**src/otppg_pkg.sv**
```systemverilog
/*
  Constants for the one-time-programmable memory programmer controller.
  Assumes a 200 MHz clock and external level shifters that turn the
  high-voltage enables into the programming and identification voltages.
*/
// Contract
// Program pulses last 30 to 105 us, only as needed.
// Read back and compare after every pulse.
// Repeat pulses on mismatch until match or limit.
// Step sequentially through every address.
// Final read-back pass over whole memory.
// Parallel devices share all but chip select.
// Low chip select with supply voltage programs.
// Verify with chip select and output gate low.
// Sample verify data after data-valid delay.
// Identification needs high voltage on address bit 9.
// Bit 1 high: bit 0 picks maker or type byte.
// Other address bits high during identification.
// Identifier bytes have odd parity.
// Bit 1 low returns the continuation code.
// Data driven only with both enables low.
// Output gate only gates data to pins.
// Data valid output-gate delay after gate falls.
// Chip select high keeps outputs high impedance.
// Decode chip select, share output gate strobe.
// Blank bits read one; programming clears bits.
// Program byte presented on all eight data lines.
// Address access 70 ns or 90 ns grade.
// Pulse width 30 to 105 us, 75 typical.
// Pulse limit configurable; flag failure when exhausted.
package otppg_pkg;
  localparam int ADDR_W = 16;
  localparam int DATA_W = 8;
  localparam logic [ADDR_W-1:0] ADDR_LAST = 16'hffff;
  localparam logic [ADDR_W-1:0] ID_ADDR_BASE = 16'hfdfc;
  localparam int ID_BIT_A0 = 0;
  localparam int ID_BIT_A1 = 1;
  localparam logic [DATA_W-1:0] BLANK_BYTE = 8'hff;
  localparam int CLK_PERIOD_PS = 5000;
  localparam int PULSE_US = 75;
  localparam int PULSE_MIN_US = 30;
  localparam int PULSE_MAX_US = 105;
  localparam int SETUP_US = 2;
  localparam int VERIFY_DV_NS = 150;
  localparam int ACCESS_NS = 90;
  localparam int PULSE_CYC = PULSE_US * 1000000 / CLK_PERIOD_PS;
  localparam int SETUP_CYC = (SETUP_US * 1000000 + CLK_PERIOD_PS - 1) / CLK_PERIOD_PS;
  localparam int DV_CYC = (VERIFY_DV_NS * 1000 + CLK_PERIOD_PS - 1) / CLK_PERIOD_PS;
  localparam int ACC_CYC = (ACCESS_NS * 1000 + CLK_PERIOD_PS - 1) / CLK_PERIOD_PS;
  localparam int SYNC_SLACK = 3;
  localparam int TMR_W = 16;
  localparam int PCNT_W = 8;
  localparam logic [PCNT_W-1:0] PULSE_LIMIT_DEF = 8'h19;
  localparam logic [1:0] CMD_READ = 2'h0;
  localparam logic [1:0] CMD_PROG = 2'h1;
  localparam logic [1:0] CMD_IDENT = 2'h2;
  localparam logic [1:0] CMD_CHECK = 2'h3;
  typedef enum logic [3:0] {
    ST_IDLE   = 4'h0,
    ST_SETUP  = 4'h1,
    ST_PULSE  = 4'h3,
    ST_RECOV  = 4'h2,
    ST_VERIFY = 4'h6,
    ST_NEXT   = 4'h7,
    ST_FINAL  = 4'h5,
    ST_READ   = 4'h4,
    ST_DONE   = 4'hc
  } otppg_state_t;
endpackage

```
**src/otppg_timer.sv**
```systemverilog
/*
  Down-counting delay timer for the programmer controller.
  Assumes a single clock and a synchronous active-high reset.
*/
`timescale 1ns/10ps
module otppg_timer
(
  input  wire logic                        clock,
  input  wire logic                        srst,
  input  wire logic                        load,
  input  wire logic [otppg_pkg::TMR_W-1:0] count,
  output logic                             expired
);
  logic [otppg_pkg::TMR_W-1:0] cnt_r;

  always_ff @(posedge clock)
  begin
    if (srst)
      cnt_r <= 16'h0000;
    else if (load)
      cnt_r <= count;
    else if (cnt_r != 16'h0000)
      cnt_r <= cnt_r - 16'h0001;
  end

  // Expired looks only at the count, so a caller may reload on expiry without a loop.
  assign expired = (cnt_r == 16'h0000);
endmodule

```
**src/otppg_ctrl.sv**
```systemverilog
/*
  Programmer controller: runs the pulse-and-verify algorithm, the final
  read-back pass, plain reads and identification reads on one device.
  Assumes external drivers turn vpp_en into the programming voltage on the
  output-gate pin and id_hv_en into the identification voltage on address
  bit 9. Several devices may share every output except chip_sel_n.
*/
`timescale 1ns/10ps
module otppg_ctrl
(
  input  wire logic                         clock,
  input  wire logic                         srst,
  input  wire logic                         start,
  input  wire logic [1:0]                   cmd,
  input  wire logic [otppg_pkg::ADDR_W-1:0] user_addr,
  input  wire logic [otppg_pkg::PCNT_W-1:0] pulse_limit,
  input  wire logic [otppg_pkg::DATA_W-1:0] wr_data,
  output logic                              wr_req,
  output logic [otppg_pkg::ADDR_W-1:0]      wr_addr,
  output logic [otppg_pkg::DATA_W-1:0]      rd_data,
  output logic                              rd_valid,
  output logic                              busy,
  output logic                              done,
  output logic                              fail,
  output logic                              parity_err,
  output logic [otppg_pkg::ADDR_W-1:0]      address_lines,
  input  wire logic [otppg_pkg::DATA_W-1:0] data_lines_in,
  output logic [otppg_pkg::DATA_W-1:0]      data_lines_out,
  output logic                              data_lines_oe,
  output logic                              chip_sel_n,
  output logic                              out_gate_n,
  output logic                              vpp_en,
  output logic                              id_hv_en
);
  otppg_pkg::otppg_state_t state_r;
  logic [1:0]                   cmd_r;
  logic [otppg_pkg::ADDR_W-1:0] addr_r;
  logic [otppg_pkg::DATA_W-1:0] target_r;
  logic [otppg_pkg::PCNT_W-1:0] pcnt_r;
  logic [otppg_pkg::PCNT_W-1:0] limit_r;
  logic [otppg_pkg::DATA_W-1:0] din_s1_r;
  logic [otppg_pkg::DATA_W-1:0] din_s2_r;
  logic                         tmr_load;
  logic [otppg_pkg::TMR_W-1:0]  tmr_count;
  logic                         tmr_expired;
  logic                         final_r;

  function automatic logic odd_parity(input logic [otppg_pkg::DATA_W-1:0] b);
    odd_parity = ^b;
  endfunction

  // Address used in identification mode: bits 2 to 15 held high except bit 9.
  function automatic logic [otppg_pkg::ADDR_W-1:0] id_addr(input logic [1:0] sel);
    logic [otppg_pkg::ADDR_W-1:0] a;
    a = otppg_pkg::ID_ADDR_BASE;
    a[otppg_pkg::ID_BIT_A0] = sel[0];
    a[otppg_pkg::ID_BIT_A1] = sel[1];
    id_addr = a;
  endfunction

  otppg_timer u_timer
  (
    .clock   (clock),
    .srst    (srst),
    .load    (tmr_load),
    .count   (tmr_count),
    .expired (tmr_expired)
  );

  // Data pins come from another domain, so two flops precede any use.
  always_ff @(posedge clock)
  begin
    if (srst)
    begin
      din_s1_r <= 8'h00;
      din_s2_r <= 8'h00;
    end
    else
    begin
      din_s1_r <= data_lines_in;
      din_s2_r <= din_s1_r;
    end
  end

  wire match = (din_s2_r == target_r);

  // Timer reloads as each timed state is entered, except SETUP after FINAL; sync slack covers the two flops.
  always_comb
  begin
    tmr_load  = 1'b0;
    tmr_count = 16'h0000;
    unique case (state_r)
      otppg_pkg::ST_IDLE:
      begin
        tmr_load  = start;
        tmr_count = 16'(otppg_pkg::SETUP_CYC);
      end
      otppg_pkg::ST_SETUP:
      begin
        tmr_load  = tmr_expired;
        tmr_count = (cmd_r == otppg_pkg::CMD_PROG && !final_r)
                    ? 16'(otppg_pkg::PULSE_CYC)
                    : 16'(otppg_pkg::ACC_CYC + otppg_pkg::SYNC_SLACK);
      end
      otppg_pkg::ST_PULSE:
      begin
        tmr_load  = tmr_expired;
        tmr_count = 16'(otppg_pkg::SETUP_CYC);
      end
      otppg_pkg::ST_RECOV:
      begin
        tmr_load  = tmr_expired;
        tmr_count = 16'(otppg_pkg::DV_CYC + otppg_pkg::SYNC_SLACK);
      end
      // A retry needs the full data and supply setup again before its pulse.
      otppg_pkg::ST_VERIFY:
      begin
        tmr_load  = tmr_expired;
        tmr_count = 16'(otppg_pkg::SETUP_CYC);
      end
      otppg_pkg::ST_NEXT:
      begin
        tmr_load  = 1'b1;
        tmr_count = 16'(otppg_pkg::SETUP_CYC);
      end
      default:
      begin
        tmr_load  = 1'b0;
        tmr_count = 16'h0000;
      end
    endcase
  end

  always_ff @(posedge clock)
  begin
    if (srst)
    begin
      state_r <= otppg_pkg::ST_IDLE;
      final_r <= 1'b0;
    end
    else
    begin
      unique case (state_r)
        otppg_pkg::ST_IDLE:
          if (start)
          begin
            state_r <= otppg_pkg::ST_SETUP;
            final_r <= (cmd == otppg_pkg::CMD_CHECK);
          end
        otppg_pkg::ST_SETUP:
          if (tmr_expired)
            state_r <= (cmd_r == otppg_pkg::CMD_PROG && !final_r)
                       ? otppg_pkg::ST_PULSE : otppg_pkg::ST_READ;
        otppg_pkg::ST_PULSE:
          if (tmr_expired)
            state_r <= otppg_pkg::ST_RECOV;
        otppg_pkg::ST_RECOV:
          if (tmr_expired)
            state_r <= otppg_pkg::ST_VERIFY;
        otppg_pkg::ST_VERIFY:
          if (tmr_expired)
          begin
            if (match)
              state_r <= otppg_pkg::ST_NEXT;
            else if (pcnt_r >= limit_r)
              state_r <= otppg_pkg::ST_DONE;
            else
              state_r <= otppg_pkg::ST_SETUP;
          end
        otppg_pkg::ST_NEXT:
          if (addr_r == otppg_pkg::ADDR_LAST)
          begin
            state_r <= otppg_pkg::ST_SETUP;
            final_r <= 1'b1;
          end
          else
            state_r <= otppg_pkg::ST_SETUP;
        otppg_pkg::ST_READ:
          if (tmr_expired)
          begin
            if (final_r && (!match || addr_r == otppg_pkg::ADDR_LAST))
              state_r <= otppg_pkg::ST_DONE;
            else if (final_r)
              state_r <= otppg_pkg::ST_FINAL;
            else
              state_r <= otppg_pkg::ST_DONE;
          end
        otppg_pkg::ST_FINAL:
          state_r <= otppg_pkg::ST_SETUP;
        otppg_pkg::ST_DONE:
          state_r <= otppg_pkg::ST_IDLE;
        default:
          state_r <= otppg_pkg::ST_IDLE;
      endcase
    end
  end

  // Address, pulse count and target byte bookkeeping.
  always_ff @(posedge clock)
  begin
    if (srst)
    begin
      cmd_r    <= otppg_pkg::CMD_READ;
      addr_r   <= 16'h0000;
      pcnt_r   <= 8'h00;
      limit_r  <= otppg_pkg::PULSE_LIMIT_DEF;
      target_r <= otppg_pkg::BLANK_BYTE;
    end
    else
    begin
      if (state_r == otppg_pkg::ST_IDLE && start)
      begin
        cmd_r   <= cmd;
        addr_r  <= (cmd == otppg_pkg::CMD_IDENT) ? id_addr(user_addr[1:0])
                 : (cmd == otppg_pkg::CMD_READ) ? user_addr : 16'h0000;
        pcnt_r  <= 8'h00;
        limit_r <= (pulse_limit == 8'h00) ? otppg_pkg::PULSE_LIMIT_DEF : pulse_limit;
      end
      if (state_r == otppg_pkg::ST_PULSE && tmr_expired)
        pcnt_r <= pcnt_r + 8'h01;
      if (state_r == otppg_pkg::ST_NEXT || state_r == otppg_pkg::ST_FINAL)
      begin
        addr_r <= (state_r == otppg_pkg::ST_NEXT && addr_r == otppg_pkg::ADDR_LAST)
                  ? 16'h0000 : addr_r + 16'h0001;
        pcnt_r <= 8'h00;
      end
      if (wr_req)
        target_r <= wr_data;
    end
  end

  // Byte requests go out one cycle ahead of each address's first use.
  always_ff @(posedge clock)
  begin
    if (srst)
    begin
      wr_req  <= 1'b0;
      wr_addr <= 16'h0000;
    end
    else
    begin
      wr_req  <= (state_r == otppg_pkg::ST_IDLE && start && cmd != otppg_pkg::CMD_READ
                  && cmd != otppg_pkg::CMD_IDENT)
              || state_r == otppg_pkg::ST_NEXT || state_r == otppg_pkg::ST_FINAL;
      wr_addr <= (state_r == otppg_pkg::ST_IDLE) ? 16'h0000
               : (addr_r == otppg_pkg::ADDR_LAST) ? 16'h0000 : addr_r + 16'h0001;
    end
  end

  // Pin drive; outputs return to safe idle levels with chip select high in IDLE and DONE.
  always_ff @(posedge clock)
  begin
    if (srst)
    begin
      address_lines  <= 16'h0000;
      data_lines_out <= 8'h00;
      data_lines_oe  <= 1'b0;
      chip_sel_n     <= 1'b1;
      out_gate_n     <= 1'b1;
      vpp_en         <= 1'b0;
      id_hv_en       <= 1'b0;
    end
    else
    begin
      address_lines  <= addr_r;
      data_lines_out <= target_r;
      data_lines_oe  <= cmd_r == otppg_pkg::CMD_PROG && !final_r &&
                        (state_r == otppg_pkg::ST_SETUP || state_r == otppg_pkg::ST_PULSE);
      vpp_en         <= cmd_r == otppg_pkg::CMD_PROG && !final_r &&
                        (state_r == otppg_pkg::ST_SETUP || state_r == otppg_pkg::ST_PULSE);
      chip_sel_n     <= !(state_r == otppg_pkg::ST_PULSE || state_r == otppg_pkg::ST_VERIFY
                          || state_r == otppg_pkg::ST_READ);
      out_gate_n     <= !(state_r == otppg_pkg::ST_VERIFY
                          || state_r == otppg_pkg::ST_READ);
      id_hv_en       <= cmd_r == otppg_pkg::CMD_IDENT && state_r != otppg_pkg::ST_IDLE
                        && state_r != otppg_pkg::ST_DONE;
    end
  end

  // Result reporting.
  always_ff @(posedge clock)
  begin
    if (srst)
    begin
      rd_data    <= 8'h00;
      rd_valid   <= 1'b0;
      busy       <= 1'b0;
      done       <= 1'b0;
      fail       <= 1'b0;
      parity_err <= 1'b0;
    end
    else
    begin
      rd_valid <= state_r == otppg_pkg::ST_READ && tmr_expired && !final_r;
      if (state_r == otppg_pkg::ST_READ && tmr_expired)
      begin
        rd_data    <= din_s2_r;
        parity_err <= cmd_r == otppg_pkg::CMD_IDENT && addr_r[otppg_pkg::ID_BIT_A1]
                      && !odd_parity(din_s2_r);
      end
      busy <= state_r != otppg_pkg::ST_IDLE && state_r != otppg_pkg::ST_DONE;
      done <= state_r == otppg_pkg::ST_DONE;
      if (state_r == otppg_pkg::ST_IDLE && start)
        fail <= 1'b0;
      else if (state_r == otppg_pkg::ST_VERIFY && tmr_expired && !match
               && pcnt_r >= limit_r)
        fail <= 1'b1;
      else if (state_r == otppg_pkg::ST_READ && tmr_expired && final_r && !match)
        fail <= 1'b1;
    end
  end
endmodule

```
**config.mk**
```make
export PLATFORM = sky130hd
export DESIGN_NAME = otppg_ctrl
export DESIGN_NICKNAME = d
export VERILOG_FILES = /design/src/otppg_pkg.sv /design/src/otppg_timer.sv /design/src/otppg_ctrl.sv
export SDC_FILE = /design/constraint.sdc
export NUM_CORES = 1
export LEC_CHECK = 0
export ABC_CLOCK_PERIOD_IN_PS = 2750
export BUFFER_PORTS_ARGS = -buffer_cell sky130_fd_sc_hd__buf_2
export CAP_MARGIN = 20
export CORE_UTILIZATION = 58
export CTS_BUF_LIST = sky130_fd_sc_hd__clkbuf_8
export DETAILED_ROUTE_END_ITERATION = 7
export PLACE_DENSITY = 0.82
export REMOVE_ABC_BUFFERS = 1
export SETUP_SLACK_MARGIN = 0.15
export SKIP_LAST_GASP = 1
export SYNTH_ARGS = -nofsm -noshare
export SYNTH_HDL_FRONTEND = slang
export SYNTH_SLANG_ARGS = --single-unit
```
**constraint.sdc**
```tcl
create_clock -name clock -period 2.75 [get_ports clock]
set_input_delay 0 -clock clock [delete_from_list [all_inputs] [get_ports clock]]
set_output_delay 0 -clock clock [all_outputs]
set_load 0.1 [all_outputs]
```
==> flow_summary.ini <==
[run_status]
run_status = finished clean

[pwr]
power.share.clock_pct = 21.6
power_switching_w = 0.003172
combPwrFrac_pct = 40.5
share_seq_of_total_power_pct = 37.9
vdd_ir_drop_max_v = 0.0007182
power_switching_share_pct = 43.97
power_density_nw_per_um2 = 987.2
internal_power_w = 0.004041
p_leak_nw = 3.048

[floorplanning]
ioPinCount = 104
floorplan.core_area_um2 = 9864
chipWidth_um = 103.5
floorplan.die.height_um = 103.5
design.die.area_um2 = 10700
floorplan.initialDensity_pct = 60.51
rows = 36

[flow_run]
max-cap-violations = 0

[layout]
n_antenna_cell = 0
area_growth_syn_to_layout_pct = 22.39
multiInputGateArea_um2 = 3015
final.fill_count = 726
layout.area.seq_um2 = 2743
num-nets-final = 869
share_of_final_layout_standard_cells_stronger_than_drive_strength_1_pct = 20.12
layout.cells.non_filler = 958

[synthesis]
synthCells = 680
post-synth-top-count-cell = dfxtp_1
netlist_top_cells_area = dfxtp_1, nor2b_1, nand2_1, nor2_1, a21oi_1
synth-seq-area-share_pct = 45.94
synth.lib_cells_used.distinct = 63
yosys_warnings = 0
postSynthAreaPerCell_um2 = 8.779
synthTopCellsByCount = dfxtp_1, nand2_1, nor2_1
synth_top_flop_cell = dfxtp_1
ys_seq_elements = 137
synth_async_sr_flop_share_pct = 0
yosysTopAreaCellShare_pct = 45.94
synth.largest_area_cell = dfxtp_1
synth-edff-count = 0
netlist_area_um2 = 5969

[global_route]
grt_first_pass_wirelength_um = 23700
largest_net_degree_at_the_start_of_global_routing = 34
initial_antenna_violation_count = 0
overflow = 0
grt_use_total_pct = 29.21
first_global_vias = 5150

[timing]
final-max-slew-violation-count = 0
finalCriticalPeriod_ps = 2325
fin_tns_setup_ps = 0
final_hold_viol_count = 0
fin_worst_skew_ps = 11.72
timing_worst_slew_pin_value_ps = 722.6
setup_repair_after_global_routing_missed_its_margin = false
holdWs_ps = 13.99
setup_viol = 0
worst_slack_ps = 424.7
worst_case_headroom_to_the_max_slew_limit_pct = 50.58
maxClockFrequency_mhz = 430.0
final_period_utilization_pct = 84.56

[clock_network]
h-tree-depth = 4
cts_tree = built
cts.clk_slew.worst_paths_ps = 80
post_cts.repair.setup_buffers = 0
clock_tree.root_cell = clkbuf_8
numCtsBuffers = 17
clk_path_buf_depth = 2
tritoncts_num_sinks = 137
insertion_delay_ps = 460

[min_path]
min_path_type = in -> reg

[routing]
drt-vias-per-instance = 5.525
num_vias = 5293
drt-wirelength-per-cell_um = 15.09
wirelength_um = 14460
drtIter0Drc = 321
drc_errors = 0
drt_pass1_iterations = 5
postRouteAntennaNets = 0

[worst_setup_path]
cp-end-kind = flip-flop
cell_with_the_largest_stage_delay_on_the_worst_path = a2111oi_0
worstPathMaxFanout = 5
start_kind = flip-flop
worst_setup_path_type = reg -> reg
critPathTopFamily = compound AO/OA/AOI/OAI gates
timing.critical_path.buf_inv = 1
critPathRequiredTime_ps = 3110
timing.reg2reg.setup_slack_ps = 420
timing.critical_path.cells = inv_1 > ha_1 > nand2b_1 > a2111oi_0 > o31ai_1 > nand4_1 > a21oi_1 > o211a_1
worst-endpoint-arrival_ps = 2690
slowest_delay_ps = 690

[placed_design]
preCtsSetupSlack_ps = 410.7
half_perimeter_wire_length_of_the_detailed_placement_result_um = 9798
numPortBuffers = 103
placedCellCount = 891
globalplace.congestion = 0.8509
worst paths after layout:
path | start | to | depth (start not counted)
worst min-delay path | user_addr[6] | addr_r[6]$_SDFFE_PP0P_ | 5
worst min register to register | din_s1_r[1]$_SDFF_PP0_ | din_s2_r[1]$_SDFF_PP0_ | 1
worst max register to register | pcnt_r[0]$_SDFFE_PP0P_ | state_r[3]$_SDFFE_PP0P_ | 8
worst max-delay path | pcnt_r[0]$_SDFFE_PP0P_ | state_r[3]$_SDFFE_PP0P_ | 8
cell usage in the layout, fill, tap and decap left out, types with 5 or more instances in the layout:
cell and instances:
dfxtp_1 137, buf_2 103, nand2_1 74, nor2_1 71, nor2b_1 58, a21oi_1 49
dlygate4sd3_1 35, nor3_1 25, xnor2_1 24, o21ai_0 22, inv_1 19, xor2_1 18
clkbuf_8 18, nand3_1 14, ha_1 12, nand4_1 10, buf_4 10, a2bb2oi_1 9
a211o_1 9, nor4_1 8, o21bai_1 8, and3_1 6, nand2b_1 5, a211oi_1 5
metrics by stage:
stage | utilization (%) | total power (W) | instance area (µm²)
final | 74.06 | 0.007212 | 7306
after global routing | 74.06 | 0.007606 | 7306
after CTS | 74.04 | 0.007210 | 7303
after detailed placement | 66.70 | 0.005616 | 6580
after global placement | 66.70 | 0.005541 | 6580
after floorplan | - | 0.004985 | 5823
worst register-to-register path, stage by stage (launching register included):
cell	delay, ps
dfxtp_1	400
inv_1	70
ha_1	270
nand2b_1	140
a2111oi_0	690
o31ai_1	180
nand4_1	180
a21oi_1	100
o211a_1	200
kinds of logic (layout without fill, tap and decap cells):
group                      after synthesis  after routing  share of synthesized area (%)
AOI/OAI and AO/OA                      132            132                          14.53
buffers and inverters                   53            198                          3.584
muxes                                    1              1                         0.1677
DFF                                    137            137                          45.94
and+or+nand+nor                        303            303                          27.10
xor gates and xnor gates                42             42                          6.162
adders and majority gates               12             12                          2.515
sequential cells by signal, indices dropped and copies added, names as in the netlist, 16 cells and up:
name / count
u_timer.cnt_r: 16
wr_addr: 16
addr_r: 16
address_lines: 16
metal layers:
layer  vias to the layer above  global-route usage, %  share of wire [%]
li1                       2605                      -                  -
met1                      2469                  34.87                 43
met2                       187                  49.06                 49
met3                        32                  9.274                5.5
met4                         0                  11.27                2.0
met5                         -                      0                  0
timing repair:
| action | in CTS | in global routing |
|---|---|---|
| endpoints found under the setup margin | 0 | 1 |
| resized for setup | 0 | 1 |
| hold endpoints to repair | 35 | 0 |
| hold buffers | 35 | 0 |
power by group through the flow:
stage	registers [W]	logic, W	clock network, W
after global routing	0.00279	0.00315	0.00167
after detailed placement	0.00277	0.00285	0
after global placement	0.00275	0.00279	0
final	0.00273	0.00292	0.00156
after CTS	0.00273	0.00291	0.00158
after floorplan	0.00348	0.00150	0
final cells by class:
type,instances,area share (%)
Tap cell,133,2.278
Clock inverter,14,1.713
Inverter,18,0.9248
Sequential cell,137,37.54
Clock buffer,18,3.391
Multi-Input combinational cell,490,41.27
Timing Repair Buffer,148,12.88
Power figures use the tool's default switching activity.
